[config.mk]
export PLATFORM = sky130hd
export DESIGN_NAME = rcos_top
export DESIGN_NICKNAME = d
export VERILOG_FILES = /design/src/logic/rcos_out_path.v /design/src/logic/rcos_sync.v /design/src/logic/rcos_top.v
export VERILOG_INCLUDE_DIRS = /design/src /design/src/logic
export SDC_FILE = /design/constraint.sdc
export NUM_CORES = 1
export LEC_CHECK = 0
export BUFFER_PORTS_ARGS = -buffer_cell sky130_fd_sc_hd__buf_2
export CORE_UTILIZATION = 51
export DETAILED_ROUTE_END_ITERATION = 8
export PLACE_DENSITY_LB_ADDON = 0.12
export RECOVER_POWER = 25
export SLEW_MARGIN = 10
export SYNTH_ARGS = -nofsm -noshare
export SYNTH_HDL_FRONTEND = slang
export SYNTH_HIERARCHICAL = 1
export SYNTH_SLANG_ARGS = --single-unit
export TNS_END_PERCENT = 50
[constraint.sdc]
create_clock -name clk_i -period 2.51 [get_ports clk_i]
set_clock_uncertainty 0.15 [all_clocks]
set_input_delay 0.502 -clock clk_i [delete_from_list [all_inputs] [get_ports clk_i]]
set_output_delay 0.502 -clock clk_i [all_outputs]
set_load 0.02 [all_outputs]
[src/logic/rcos_defines.vh]
// Register map and field constants for the recovered clock output select block
`ifndef RCOS_DEFINES_VH
`define RCOS_DEFINES_VH

// ****************************************************************
// Register indices and byte addresses
// ****************************************************************
`define RCOS_IDX_ONE        8'h17
`define RCOS_IDX_TWO        8'h18
`define RCOS_ADDR_ONE       {`RCOS_IDX_ONE, 2'h0}
`define RCOS_ADDR_TWO       {`RCOS_IDX_TWO, 2'h0}
`define RCOS_ADDR_W         10

// ****************************************************************
// Control register fields
// ****************************************************************
`define RCOS_EN_BIT         15
`define RCOS_SRC_HI         14
`define RCOS_SRC_LO         11
`define RCOS_FRQ_HI         10
`define RCOS_FRQ_LO         8
`define RCOS_SQL_HI         5
`define RCOS_SQL_LO         4
`define RCOS_TYP_HI         2
`define RCOS_TYP_LO         0
`define RCOS_CTRL_RST       16'h0000
// Writable bits; 7:6 and 3 stay reserved
`define RCOS_CTRL_WMASK     16'hFF37

// ****************************************************************
// Codes
// ****************************************************************
`define RCOS_SRC_PORT0      4'h0
`define RCOS_SRC_PORT1      4'h1
`define RCOS_FRQ_25         3'h0
`define RCOS_FRQ_125        3'h1
`define RCOS_FRQ_31         3'h2
`define RCOS_SQL_STRICT     2'h0
`define RCOS_SQL_RELAXED    2'h1
`define RCOS_SQL_LINKDOWN   2'h2
`define RCOS_SQL_NEVER      2'h3
`define RCOS_TYP_SERIAL     3'h0
`define RCOS_TYP_COPPER     3'h1
`define RCOS_TYP_TX         3'h2

// ****************************************************************
// Divider terminal counts, in base ticks per toggle minus one
// ****************************************************************
`define RCOS_DIV_125        3'h0
`define RCOS_DIV_25         3'h4
`define RCOS_DIV_31         3'h3

// ****************************************************************
// Link state encoding per port
// ****************************************************************
`define RCOS_LNK_DOWN       3'h0
`define RCOS_LNK_UNSTABLE   3'h1
`define RCOS_LNK_NORMAL     3'h2
`define RCOS_LNK_NOREC      3'h3
`define RCOS_LNK_EEE        3'h4
`define RCOS_LNK_EEE_LPI    3'h5

// ****************************************************************
// AXI responses
// ****************************************************************
`define RCOS_RESP_OKAY      2'h0
`define RCOS_RESP_SLVERR    2'h2

`endif

[src/logic/rcos_out_path.v]
// One recovered clock output path: source, type and rate select with squelch
`timescale 1ns/1ps
`default_nettype none
`include "rcos_defines.vh"

module rcos_out_path #(
    parameter TX_ALLOWED = 1
) (
    // Clock and reset
    input  wire        clk_i,
    input  wire        rst_b_i,
    // Control fields
    input  wire [15:0] ctrl_i,
    input  wire        squelch_pin_i,
    // Per-port clock enables, index = port
    input  wire [1:0]  serial_ce_i,
    input  wire [1:0]  copper_ce_i,
    input  wire [1:0]  txclk_ce_i,
    // Per-port link state
    input  wire [2:0]  link0_i,
    input  wire [2:0]  link1_i,
    // Output
    output reg         clk_out_o,
    output wire        active_o
);
    wire [3:0] src = ctrl_i[`RCOS_SRC_HI:`RCOS_SRC_LO];
    wire [2:0] frq = ctrl_i[`RCOS_FRQ_HI:`RCOS_FRQ_LO];
    wire [1:0] sql = ctrl_i[`RCOS_SQL_HI:`RCOS_SQL_LO];
    wire [2:0] typ = ctrl_i[`RCOS_TYP_HI:`RCOS_TYP_LO];

    // source port select
    wire       src_ok = (src == `RCOS_SRC_PORT0) || (src == `RCOS_SRC_PORT1);
    wire       port   = (src == `RCOS_SRC_PORT1);
    wire [2:0] link   = port ? link1_i : link0_i;

    // clock type; transmit clock only where allowed
    reg typ_ok;
    reg base_ce;
    always @* begin
        typ_ok  = 1'b1;
        base_ce = 1'b0;
        case (typ)
            `RCOS_TYP_SERIAL: base_ce = serial_ce_i[port];
            `RCOS_TYP_COPPER: base_ce = copper_ce_i[port];
            `RCOS_TYP_TX: begin
                typ_ok  = (TX_ALLOWED != 0);
                base_ce = txclk_ce_i[port];
            end
            default: typ_ok = 1'b0;
        endcase
    end

    // squelch policy by link state
    reg link_ok;
    always @* begin
        case (sql)
            `RCOS_SQL_STRICT:   link_ok = (link == `RCOS_LNK_NORMAL);
            `RCOS_SQL_RELAXED:  link_ok = (link == `RCOS_LNK_NORMAL) ||
                                          (link == `RCOS_LNK_NOREC) ||
                                          (link == `RCOS_LNK_EEE_LPI);
            `RCOS_SQL_LINKDOWN: link_ok = (link != `RCOS_LNK_DOWN);
            default:            link_ok = 1'b1;
        endcase
    end

    // frequency code; reserved codes give no toggle
    wire frq_ok = (frq == `RCOS_FRQ_25) || (frq == `RCOS_FRQ_125) ||
                  (frq == `RCOS_FRQ_31);
    // Divide base edge rate: 125 passes, 25 by 5, 31.25 by 4
    reg  [2:0] div_reg;
    wire [2:0] div_last = (frq == `RCOS_FRQ_25) ? `RCOS_DIV_25 :
                          (frq == `RCOS_FRQ_31) ? `RCOS_DIV_31 : `RCOS_DIV_125;
    wire       div_hit  = (div_reg >= div_last);

    // enable, pin override, reserved codes
    assign active_o = ctrl_i[`RCOS_EN_BIT] && !squelch_pin_i && src_ok &&
                      typ_ok && frq_ok && link_ok;

    always @(posedge clk_i or negedge rst_b_i) begin
        if (!rst_b_i) begin
            div_reg   <= 3'h0;
            clk_out_o <= 1'b0;
        end else if (!active_o) begin
            div_reg   <= 3'h0;
            clk_out_o <= 1'b0;
        end else if (base_ce) begin
            if (div_hit) begin
                div_reg   <= 3'h0;
                clk_out_o <= ~clk_out_o;
            end else begin
                div_reg <= div_reg + 3'h1;
            end
        end
    end
endmodule

`default_nettype wire

[src/logic/rcos_sync.v]
// Two-flop synchroniser for asynchronous levels
`timescale 1ns/1ps
`default_nettype none

module rcos_sync #(
    parameter W = 1
) (
    // Clock and reset
    input  wire         clk_i,
    input  wire         rst_b_i,
    // Data
    input  wire [W-1:0] d_i,
    output wire [W-1:0] q_o
);
    reg [W-1:0] meta_reg;
    reg [W-1:0] sync_reg;

    always @(posedge clk_i or negedge rst_b_i) begin
        if (!rst_b_i) begin
            meta_reg <= {W{1'b0}};
            sync_reg <= {W{1'b0}};
        end else begin
            meta_reg <= d_i;
            sync_reg <= meta_reg;
        end
    end

    assign q_o = sync_reg;
endmodule

`default_nettype wire

[src/logic/rcos_top.v]
// Recovered clock output select: AXI4-Lite control and two output paths
//
// The implementer's own choice: the AXI4-Lite register port.
`timescale 1ns/1ps
`default_nettype none
`include "rcos_defines.vh"

// Notes on behaviour
// Output one toggles only while its enable bit is one.
// Output two toggles only while bit 15 is set; resets to zero.
// Source field 0000 picks port zero, 0001 port one.
// Frequency codes 000/001/010 give 25, 125, 31.25 MHz respectively.
// Squelch 00: low unless link up in a normal recovering mode.
// Squelch 01: also runs in master, 10BASE-T and LP_IDLE.
// Squelch 10: low only while the link is down.
// Squelch 11: never squelched, clock runs even with link down.
// High squelch pin forces both outputs low regardless of registers.
// Output one types: serial, copper recovered, copper transmit clock.
// Output two types: serial or copper recovered only.
// Bits 7:6 and 3 are reserved, read-only zero.
// Reserved source, frequency or type codes hold the output low.
module rcos_top (
    // Clock and reset
    input  wire        clk_i,
    input  wire        rst_b_i,
    // AXI4-Lite write address
    input  wire [31:0] s_axi_awaddr_i,
    input  wire        s_axi_awvalid_i,
    output wire        s_axi_awready_o,
    // AXI4-Lite write data
    input  wire [31:0] s_axi_wdata_i,
    input  wire [3:0]  s_axi_wstrb_i,
    input  wire        s_axi_wvalid_i,
    output wire        s_axi_wready_o,
    // AXI4-Lite write response
    output reg  [1:0]  s_axi_bresp_o,
    output reg         s_axi_bvalid_o,
    input  wire        s_axi_bready_i,
    // AXI4-Lite read address
    input  wire [31:0] s_axi_araddr_i,
    input  wire        s_axi_arvalid_i,
    output wire        s_axi_arready_o,
    // AXI4-Lite read data
    output reg  [31:0] s_axi_rdata_o,
    output reg  [1:0]  s_axi_rresp_o,
    output reg         s_axi_rvalid_o,
    input  wire        s_axi_rready_i,
    // Per-port clock-rate enables, 125 MHz-equivalent edge ticks
    input  wire [1:0]  serial_ce_i,
    input  wire [1:0]  copper_ce_i,
    input  wire [1:0]  copper_transmit_clock_ce_i,
    // Per-port link state
    input  wire [2:0]  link_state0_i,
    input  wire [2:0]  link_state1_i,
    // External squelch pin
    input  wire        clk_squelch_pin_i,
    // Recovered clock outputs
    output wire        recovered_clock_out_one_o,
    output wire        recovered_clock_out_two_o,
    output wire [1:0]  out_active_o
);
    // ****************************************************************
    // Register storage
    // ****************************************************************
    reg  [15:0] ctrl_one_reg;
    reg  [15:0] ctrl_two_reg;
    wire        squelch_sync;

    // Pin is asynchronous to clk_i
    rcos_sync #(
        .W (1)
    ) u_sync (
        .clk_i   (clk_i),
        .rst_b_i (rst_b_i),
        .d_i     (clk_squelch_pin_i),
        .q_o     (squelch_sync)
    );

    // ****************************************************************
    // Address decode
    // ****************************************************************
    function [1:0] reg_sel;
        input [31:0] addr;
        begin
            if (addr[`RCOS_ADDR_W-1:0] == `RCOS_ADDR_ONE && addr[31:`RCOS_ADDR_W] == 22'h0)
                reg_sel = 2'h1;
            else if (addr[`RCOS_ADDR_W-1:0] == `RCOS_ADDR_TWO &&
                     addr[31:`RCOS_ADDR_W] == 22'h0)
                reg_sel = 2'h2;
            else
                reg_sel = 2'h0;
        end
    endfunction

    // reserved bits never stored
    function [15:0] merge;
        input [15:0] old;
        input [31:0] data;
        input [3:0]  strb;
        reg   [15:0] m;
        begin
            m     = {{8{strb[1]}}, {8{strb[0]}}} & `RCOS_CTRL_WMASK;
            merge = (old & ~m) | (data[15:0] & m);
        end
    endfunction

    // ****************************************************************
    // Write channel
    // ****************************************************************
    reg         aw_held_reg;
    reg [31:0]  aw_addr_reg;
    reg         w_held_reg;
    reg [31:0]  w_data_reg;
    reg [3:0]   w_strb_reg;

    assign s_axi_awready_o = !aw_held_reg && !s_axi_bvalid_o;
    assign s_axi_wready_o  = !w_held_reg && !s_axi_bvalid_o;

    wire        aw_fire = s_axi_awvalid_i && s_axi_awready_o;
    wire        w_fire  = s_axi_wvalid_i && s_axi_wready_o;
    wire        aw_have = aw_held_reg || aw_fire;
    wire        w_have  = w_held_reg || w_fire;
    wire [31:0] wa      = aw_held_reg ? aw_addr_reg : s_axi_awaddr_i;
    wire [31:0] wd      = w_held_reg ? w_data_reg : s_axi_wdata_i;
    wire [3:0]  ws      = w_held_reg ? w_strb_reg : s_axi_wstrb_i;
    wire        do_wr   = aw_have && w_have && !s_axi_bvalid_o;
    wire [1:0]  wsel    = reg_sel(wa);

    always @(posedge clk_i or negedge rst_b_i) begin
        if (!rst_b_i) begin
            aw_held_reg    <= 1'b0;
            aw_addr_reg    <= 32'h0;
            w_held_reg     <= 1'b0;
            w_data_reg     <= 32'h0;
            w_strb_reg     <= 4'h0;
            s_axi_bvalid_o <= 1'b0;
            s_axi_bresp_o  <= `RCOS_RESP_OKAY;
            ctrl_one_reg   <= `RCOS_CTRL_RST;
            ctrl_two_reg   <= `RCOS_CTRL_RST;
        end else begin
            if (s_axi_bvalid_o && s_axi_bready_i)
                s_axi_bvalid_o <= 1'b0;
            if (do_wr) begin
                aw_held_reg    <= 1'b0;
                w_held_reg     <= 1'b0;
                s_axi_bvalid_o <= 1'b1;
                s_axi_bresp_o  <= (wsel == 2'h0) ? `RCOS_RESP_SLVERR : `RCOS_RESP_OKAY;
                // enable and fields steer the paths
                if (wsel == 2'h1)
                    ctrl_one_reg <= merge(ctrl_one_reg, wd, ws);
                if (wsel == 2'h2)
                    ctrl_two_reg <= merge(ctrl_two_reg, wd, ws);
            end else begin
                if (aw_fire) begin
                    aw_held_reg <= 1'b1;
                    aw_addr_reg <= s_axi_awaddr_i;
                end
                if (w_fire) begin
                    w_held_reg <= 1'b1;
                    w_data_reg <= s_axi_wdata_i;
                    w_strb_reg <= s_axi_wstrb_i;
                end
            end
        end
    end

    // ****************************************************************
    // Read channel
    // ****************************************************************
    assign s_axi_arready_o = !s_axi_rvalid_o;
    wire [1:0] rsel = reg_sel(s_axi_araddr_i);

    always @(posedge clk_i or negedge rst_b_i) begin
        if (!rst_b_i) begin
            s_axi_rvalid_o <= 1'b0;
            s_axi_rdata_o  <= 32'h0;
            s_axi_rresp_o  <= `RCOS_RESP_OKAY;
        end else if (s_axi_arvalid_i && s_axi_arready_o) begin
            s_axi_rvalid_o <= 1'b1;
            s_axi_rresp_o  <= (rsel == 2'h0) ? `RCOS_RESP_SLVERR : `RCOS_RESP_OKAY;
            case (rsel)
                2'h1:    s_axi_rdata_o <= {16'h0, ctrl_one_reg};
                2'h2:    s_axi_rdata_o <= {16'h0, ctrl_two_reg};
                default: s_axi_rdata_o <= 32'h0;
            endcase
        end else if (s_axi_rvalid_o && s_axi_rready_i) begin
            s_axi_rvalid_o <= 1'b0;
        end
    end

    // ****************************************************************
    // Output paths
    // ****************************************************************
    // transmit clock offered on output one
    rcos_out_path #(
        .TX_ALLOWED (1)
    ) u_path_one (
        .clk_i         (clk_i),
        .rst_b_i       (rst_b_i),
        .ctrl_i        (ctrl_one_reg),
        .squelch_pin_i (squelch_sync),
        .serial_ce_i   (serial_ce_i),
        .copper_ce_i   (copper_ce_i),
        .txclk_ce_i    (copper_transmit_clock_ce_i),
        .link0_i       (link_state0_i),
        .link1_i       (link_state1_i),
        .clk_out_o     (recovered_clock_out_one_o),
        .active_o      (out_active_o[0])
    );

    // no transmit clock on output two
    rcos_out_path #(
        .TX_ALLOWED (0)
    ) u_path_two (
        .clk_i         (clk_i),
        .rst_b_i       (rst_b_i),
        .ctrl_i        (ctrl_two_reg),
        .squelch_pin_i (squelch_sync),
        .serial_ce_i   (serial_ce_i),
        .copper_ce_i   (copper_ce_i),
        .txclk_ce_i    (copper_transmit_clock_ce_i),
        .link0_i       (link_state0_i),
        .link1_i       (link_state1_i),
        .clk_out_o     (recovered_clock_out_two_o),
        .active_o      (out_active_o[1])
    );
endmodule

`default_nettype wire

==> run_results.csv, run 1 <==
group,metric,value,unit
layout,n_antenna_cell,0,
sta,slew_headroom,37.1,%
yosys,ys_top_cells_by_area,"dfrtp_1 (49%), mux2_2 (19%), buf_4 (3.2%), o21ai_0 (2.3%), nor4_1 (2.3%)",
route,route.detailed.drc,0,
cts,cts_tree,"yes",
die,floorplan.initialDensity,53.0,%
layout,fill_cells,789,
worst_setup_path,cp-end-kind,"primary output",
layout,final_common_cell,"buf_2",
worst_setup_path,cp_cell_sequence,"nor4b_4, o31ai_1, o32a_1, o221ai_2, inv_1, buf_6",
die,die_w,103,um
cts,cts_sinks,102,
yosys,syn-cell-area,5230,um^2
yosys,yosys_register_bits,102,
sta,hold_viol_final,0,
sta,rsz0062_at_grt,"true",
layout,drive_gt1_share,44.9,%
route,dr.pass1.iters,4,
layout,finish.instance_area,6310,um^2
route,vias,3953,
global_routing,grt_pass1_vias,3895,
die,core_area,9860,um^2
cts,clock_path_buffers,2,
worst_setup_path,crit_required,1.86,ns
yosys,synthArstFlopShare,100,%
sta,setup_violations,2,
sta,slew_viol_final,0,
route,drt-initial-drc-count,136,
place,port_buffers,122,
sta,post-route-min-period,2.61,ns
place,placed_area,6000,um^2
sta,post-route-period-util,104,%
global_routing,grt_antenna_before_repair,1,
route,wl_per_cell,15.7,um
place,globalplace.congestion,0.783,
place,dp_cells,699,
power,power_density,756,nW/um^2
yosys,synth_ff_type,"dfrtp_1",
layout,nets,709,
global_routing,globalRouteOverflowTotal,0,
place,dp_hpwl,8.75,mm
cts,htree_num_levels,3,
yosys,yosysTopAreaCell,"dfrtp_1",
outcome,violations,"negative setup slack",
job,maxCapViolCount,0,
sta,fmax,383,MHz
worst_setup_path,slowest_delay,0.46,ns
sta,setup_ws,-0.104,ns
yosys,netlist_instances,441,
layout,final_cell_mix,"buf_2 (119), dfrtp_1 (100), mux2_2 (89)",
layout,final_cells,719,
global_routing,grt.total_usage,22.7,%
power,ir_worst_vdd,0.831,mV
hold_path,hold_class,"input port to flop",
die,die_area,10700,um^2
die,die_y,103,um
worst_setup_path,r2r_slack,0.10,ns
yosys,syn_avg_cell_area,11.9,um^2
cts,cts_made_buffers,9,
worst_setup_path,critPathKind,"flop to primary output",
worst_setup_path,cp_max_fo,4,
route,routed_via_density,5.50,
yosys,yosys.area.top_type_share,48.8,%
sta,worst_pin_slew,0.943,ns
outcome,status,"complete, but fails checks",
yosys,synth_enable_flop_cells,0,
cts,cts-root-buf,"clkbuf_8",
cts,clock_latency,0.35,ns
power,leakage,2.93,nW
yosys,ys_warn_count,6,
die,rows,36,
worst_setup_path,critPathLaunchType,"flop",
die,num_io_pins,165,
global_routing,grt_max_degree,47,
worst_setup_path,cp.arrival,1.96,ns
yosys,synthDistinctLibCells,49,
yosys,seq_area_frac_synth,48.8,%
global_routing,grt_pass1_wl,18.3,mm
route,drt.antenna.violating_nets,0,
layout,synthToLayoutAreaGrowth,20.7,%
route,wl,11.3,mm
sta,tns,-0.187,ns
cts,clk_pin_slew,0.10,ns
worst_setup_path,crit_slowest_cell,"dfrtp_2",
## path summary, 6_finish.rpt
| path | startpoint | to | cells after the start |
|---|---|---|---|
| max | flop | out_active_o[0] | 6 |
| min reg2reg | u_sync/meta_reg | u_sync/q_o | 0 |
| max in group asynchronous | rst_b_i | async pin | 3 |
| max reg2reg | flop | u_path_one/div_reg[2] | 6 |
| min in group asynchronous | rst_b_i | u_path_one/div_reg[0] | 2 |
| min | clk_squelch_pin_i | u_sync/meta_reg | 1 |
## final cells by class
cell class | instances | area [um^2] | area share, %
clock buffers | 10 | 128 | 2.02
clock inverters | 6 | 118 | 1.86
repair buffers | 141 | 768 | 12.2
inverters | 15 | 56.3 | 0.892
flip-flops and latches | 102 | 2550 | 40.5
multi-input cells | 312 | 2520 | 39.9
well taps | 133 | 166 | 2.64
## logic make-up after synthesis
family / share of synthesized area, %
AOI/OAI and AO/OA: 8.87
adders and majority gates: 1.91
buffers and inverters: 5.21
DFF: 48.8
muxes: 21.5
other: 0.0717
and+or+nand+nor: 13.7
## synth_stat cells, types with 2 or more instances
cell,n
a31oi_1,2
nor2b_1,3
nor2_1,14
nor3_1,7
nand2_1,30
nand3_1,3
nand4_1,5
buf_2,5
o21ai_0,24
o221ai_1,2
mux2i_1,5
or3_1,6
nor4b_4,2
nor3b_1,4
nor4b_1,8
a21boi_1,2
nor4_1,19
dfrtp_1,102
o21a_1,4
nand4b_1,3
clkbuf_1,3
nand4_2,3
a21oi_1,11
mux2_2,89
a22oi_1,15
nand3b_1,5
ha_1,8
inv_1,15
buf_4,22
## critical path, delay by kind of cell, from the launching register on
kind            cells  cell delay [ns]
flops               1             0.46
buf+inv             2             0.21
simple gates        1             0.40
compound gates      3             0.54
## report_power, final
group | total, mW | switching, mW | leakage (nW) | internal (mW)
Sequential | 2.31 | 0.249 | 1.31 | 2.06
Clock | 1.24 | 0.565 | 0.119 | 0.674
Combinational | 1.22 | 0.553 | 1.50 | 0.670
Total | 4.77 | 1.37 | 2.93 | 3.41
## layer usage
metal / track usage [%] / share of wire [%]
met2: 40.6 / 50
met3: 3.83 / 5.5
met5: 0 / 0.11
met4: 7.48 / 1.3
met1: 28.0 / 43
## stage by stage
step / utilization, % / power (mW) / setup WS, ns / hold WS (ns)
after floorplan: - / 3.22 / 0.153 / 0.0564
after global placement: 60.8 / 3.50 / 0.101 / 0.183
after detailed placement: 60.8 / 3.59 / 0.0823 / 0.200
after CTS: 63.9 / 4.83 / -0.0917 / 0.0821
after global routing: 64.0 / 5.05 / -0.193 / 0.0881
final: 64.0 / 4.77 / -0.104 / 0.100
## repair_timing
item / CTS / global route
gates resized for setup: 7 / 5
setup buffers: 3 / 0
hold buffers: 1 / 0
pin swaps: 3 / 2
endpoints found under the hold margin: 35 / 0
endpoints found under the setup margin: 2 / 6
(Power assumes the default switching activity.)
==> inputs of run 2 (changes only) <==
CORE_UTILIZATION = 30   (was 51)
GPL_TIMING_DRIVEN = 0   (was default)
==> run 2 against run 1 <==
The run still ends with negative setup slack left. Flip-flop and latch count stayed put. Power rose by 3.2%. Non-clock buffer count rose by 29. Critical path depth stayed put. Die area grew 68%. Setup slack worse by 0.018 ns. Via count rose by 2.5%. Sequential share of layout area down 2.2 points. Hold slack better by 0.0079 ns. Register-to-register slack worse by 0.03 ns. Clock power is 9% higher. Utilization shrank 24 points.
==> run_results.csv, run 2 (synthesized netlist as in run 1, its figures left out) <==
group,metric,value,unit
sta,hold_viol_final,0,
route,drt-initial-drc-count,143,
power,power_density,736,nW/um^2
route,wl_per_cell,15.9,um
outcome,status,"complete, but fails checks",
sta,setup_violations,2,
die,floorplan.initialDensity,31.1,%
place,port_buffers,122,
sta,post-route-min-period,2.63,ns
cts,cts-root-buf,"clkbuf_16",
worst_setup_path,crit_slowest_cell,"dfrtp_2",
place,dp_hpwl,10.0,mm
worst_setup_path,cp_cell_sequence,"nor4b_4, buf_4, mux2i_1, o2111ai_2, a21oi_2, buf_6",
die,die_y,134,um
layout,fill_cells,1679,
global_routing,globalRouteOverflowTotal,0,
sta,slew_headroom,24.9,%
place,globalplace.congestion,0.776,
power,p_seq_share,46.4,%
power,ir_worst_vdd,0.410,mV
cts,clk_pin_slew,0.07,ns
power,pwr-share-comb,26.2,%
layout,final_common_cell,"buf_2",
worst_setup_path,cp-end-kind,"primary output",
sta,worst_pin_slew,1.13,ns
layout,final_cell_mix,"buf_2 (124), dfrtp_1 (96), mux2_2 (89)",
sta,slew_viol_final,0,
global_routing,grt_antenna_before_repair,2,
worst_setup_path,crit_required,1.86,ns
die,die_w,134,um
global_routing,grt_pass1_wl,21.7,mm
route,vias,4051,
cts,clock_latency,0.36,ns
global_routing,grt_max_degree,60,
power,p_sw_share,30.1,%
place,preCtsSetupSlack,-0.227,ns
sta,post-route-period-util,105,%
worst_setup_path,critPathLaunchType,"flop",
hold_path,min_path_cells,1,
job,maxCapViolCount,0,
hold_path,hold_class,"input port to flop",
power,clkPwrFrac,27.3,%
worst_setup_path,slowest_delay,0.44,ns
worst_setup_path,cp.arrival,1.98,ns
outcome,violations,"negative setup slack",
die,rows,47,
die,die_area,18000,um^2
global_routing,grt_pass1_vias,4212,
route,drt.antenna.violating_nets,0,
cts,cts_tree,"yes",
layout,synthToLayoutAreaGrowth,28.0,%
power,leakage,3.07,nW
power,p_switching,1.48,mW
layout,nets,738,
die,core_area,16800,um^2
layout,n_antenna_cell,0,
worst_setup_path,cp_max_fo,3,
cts,cts_sinks,102,
cts,clock_path_buffers,2,
worst_setup_path,critPathKind,"flop to primary output",
cts,cts_made_buffers,9,
layout,drive_gt1_share,48.5,%
sta,tns,-0.175,ns
power,internal_power,3.45,mW
sta,rsz0062_at_grt,"true",
route,dr.pass1.iters,4,
global_routing,grt.total_usage,15.6,%
sta,setup_ws,-0.122,ns
worst_setup_path,rr_worst_depth,7,
sta,fmax,380,MHz
cts,htree_num_levels,3,
die,num_io_pins,165,
route,wl,13.3,mm
route,routed_via_density,4.85,
route,route.detailed.drc,0,
run 2: changes by cell type in the layout (fill, tap and decap cells not counted), moves of 3 or more:
cell,previous run,this run
buf_2,119,124
buf_4,17,35
buf_6,2,5
bufinv_16,3,0
clkbuf_16,0,9
clkbuf_8,9,0
dfrtp_1,100,96
dfrtp_2,2,6
run 2: worst paths after layout:
kind	start	endpoint	slack, ns
setup / recovery	flop	out_active_o[1]	-0.12
min in group asynchronous	rst_b_i	u_path_two/div_reg[0]	0.75
hold reg to reg	u_sync/meta_reg	u_sync/q_o	0.21
setup reg to reg	flop	u_path_one/clk_out_o	0.07
hold / removal	clk_squelch_pin_i	u_sync/meta_reg	0.11
max in group asynchronous	rst_b_i	async pin	0.32
run 2: area by class of cell:
type                            instances  area (um^2)  share of cell area, %
Timing Repair Buffer                  138          753                   11.3
Clock buffer                            9          225                   3.36
Multi-Input combinational cell        312         2550                   38.1
Inverter                               15         56.3                  0.841
Buffer                                 32          216                   3.23
Clock inverter                          7         57.6                  0.860
Sequential cell                       102         2560                   38.2
Tap cell                              220          275                   4.11
run 2: stage by stage:
stage	instance area, um^2	hold WS [ns]	instances	util [%]	power [mW]
after floorplan	5310	0.0564	461	-	3.22
after global placement	6190	0.197	803	36.8	3.57
after detailed placement	6230	0.198	804	37.0	3.63
after CTS	6690	0.0968	833	39.8	5.02
after global routing	6700	0.0950	835	39.8	5.24
final	6700	0.108	835	39.8	4.93
run 2: power groups by stage:
| stage | clock, mW | combinational (mW) | sequential, mW |
|---|---|---|---|
| after global placement | 0 | 1.27 | 2.30 |
| after global routing | 1.46 | 1.44 | 2.35 |
| final | 1.35 | 1.29 | 2.29 |
| after floorplan | 0 | 0.942 | 2.28 |
| after CTS | 1.41 | 1.32 | 2.29 |
| after detailed placement | 0 | 1.31 | 2.32 |
run 2: worst max-delay path: cells and delay by family, from the launching register on:
family	cells	cell delay [ns]
AOI/OAI and AO/OA	2	0.37
buffers and inverters	2	0.33
DFF	1	0.44
muxes	1	0.23
and+or+nand+nor	1	0.25
run 2: repair_timing:
item / in CTS / in global routing
gates cloned: 0 / 0
pin swaps: 5 / 5
hold endpoints to repair: 43 / 0
hold buffers: 1 / 0
setup buffers: 12 / 2
endpoints found under the setup margin: 5 / 7
resized for setup: 17 / 10
run 2: routing by layer:
metal,vias to the layer above,GRT usage (%),wire length (um)
met5,-,0,13
met1,1958,18.4,5650
met2,144,26.9,6430
met4,2,3.62,136
met3,13,5.56,1050
li1,1934,-,-
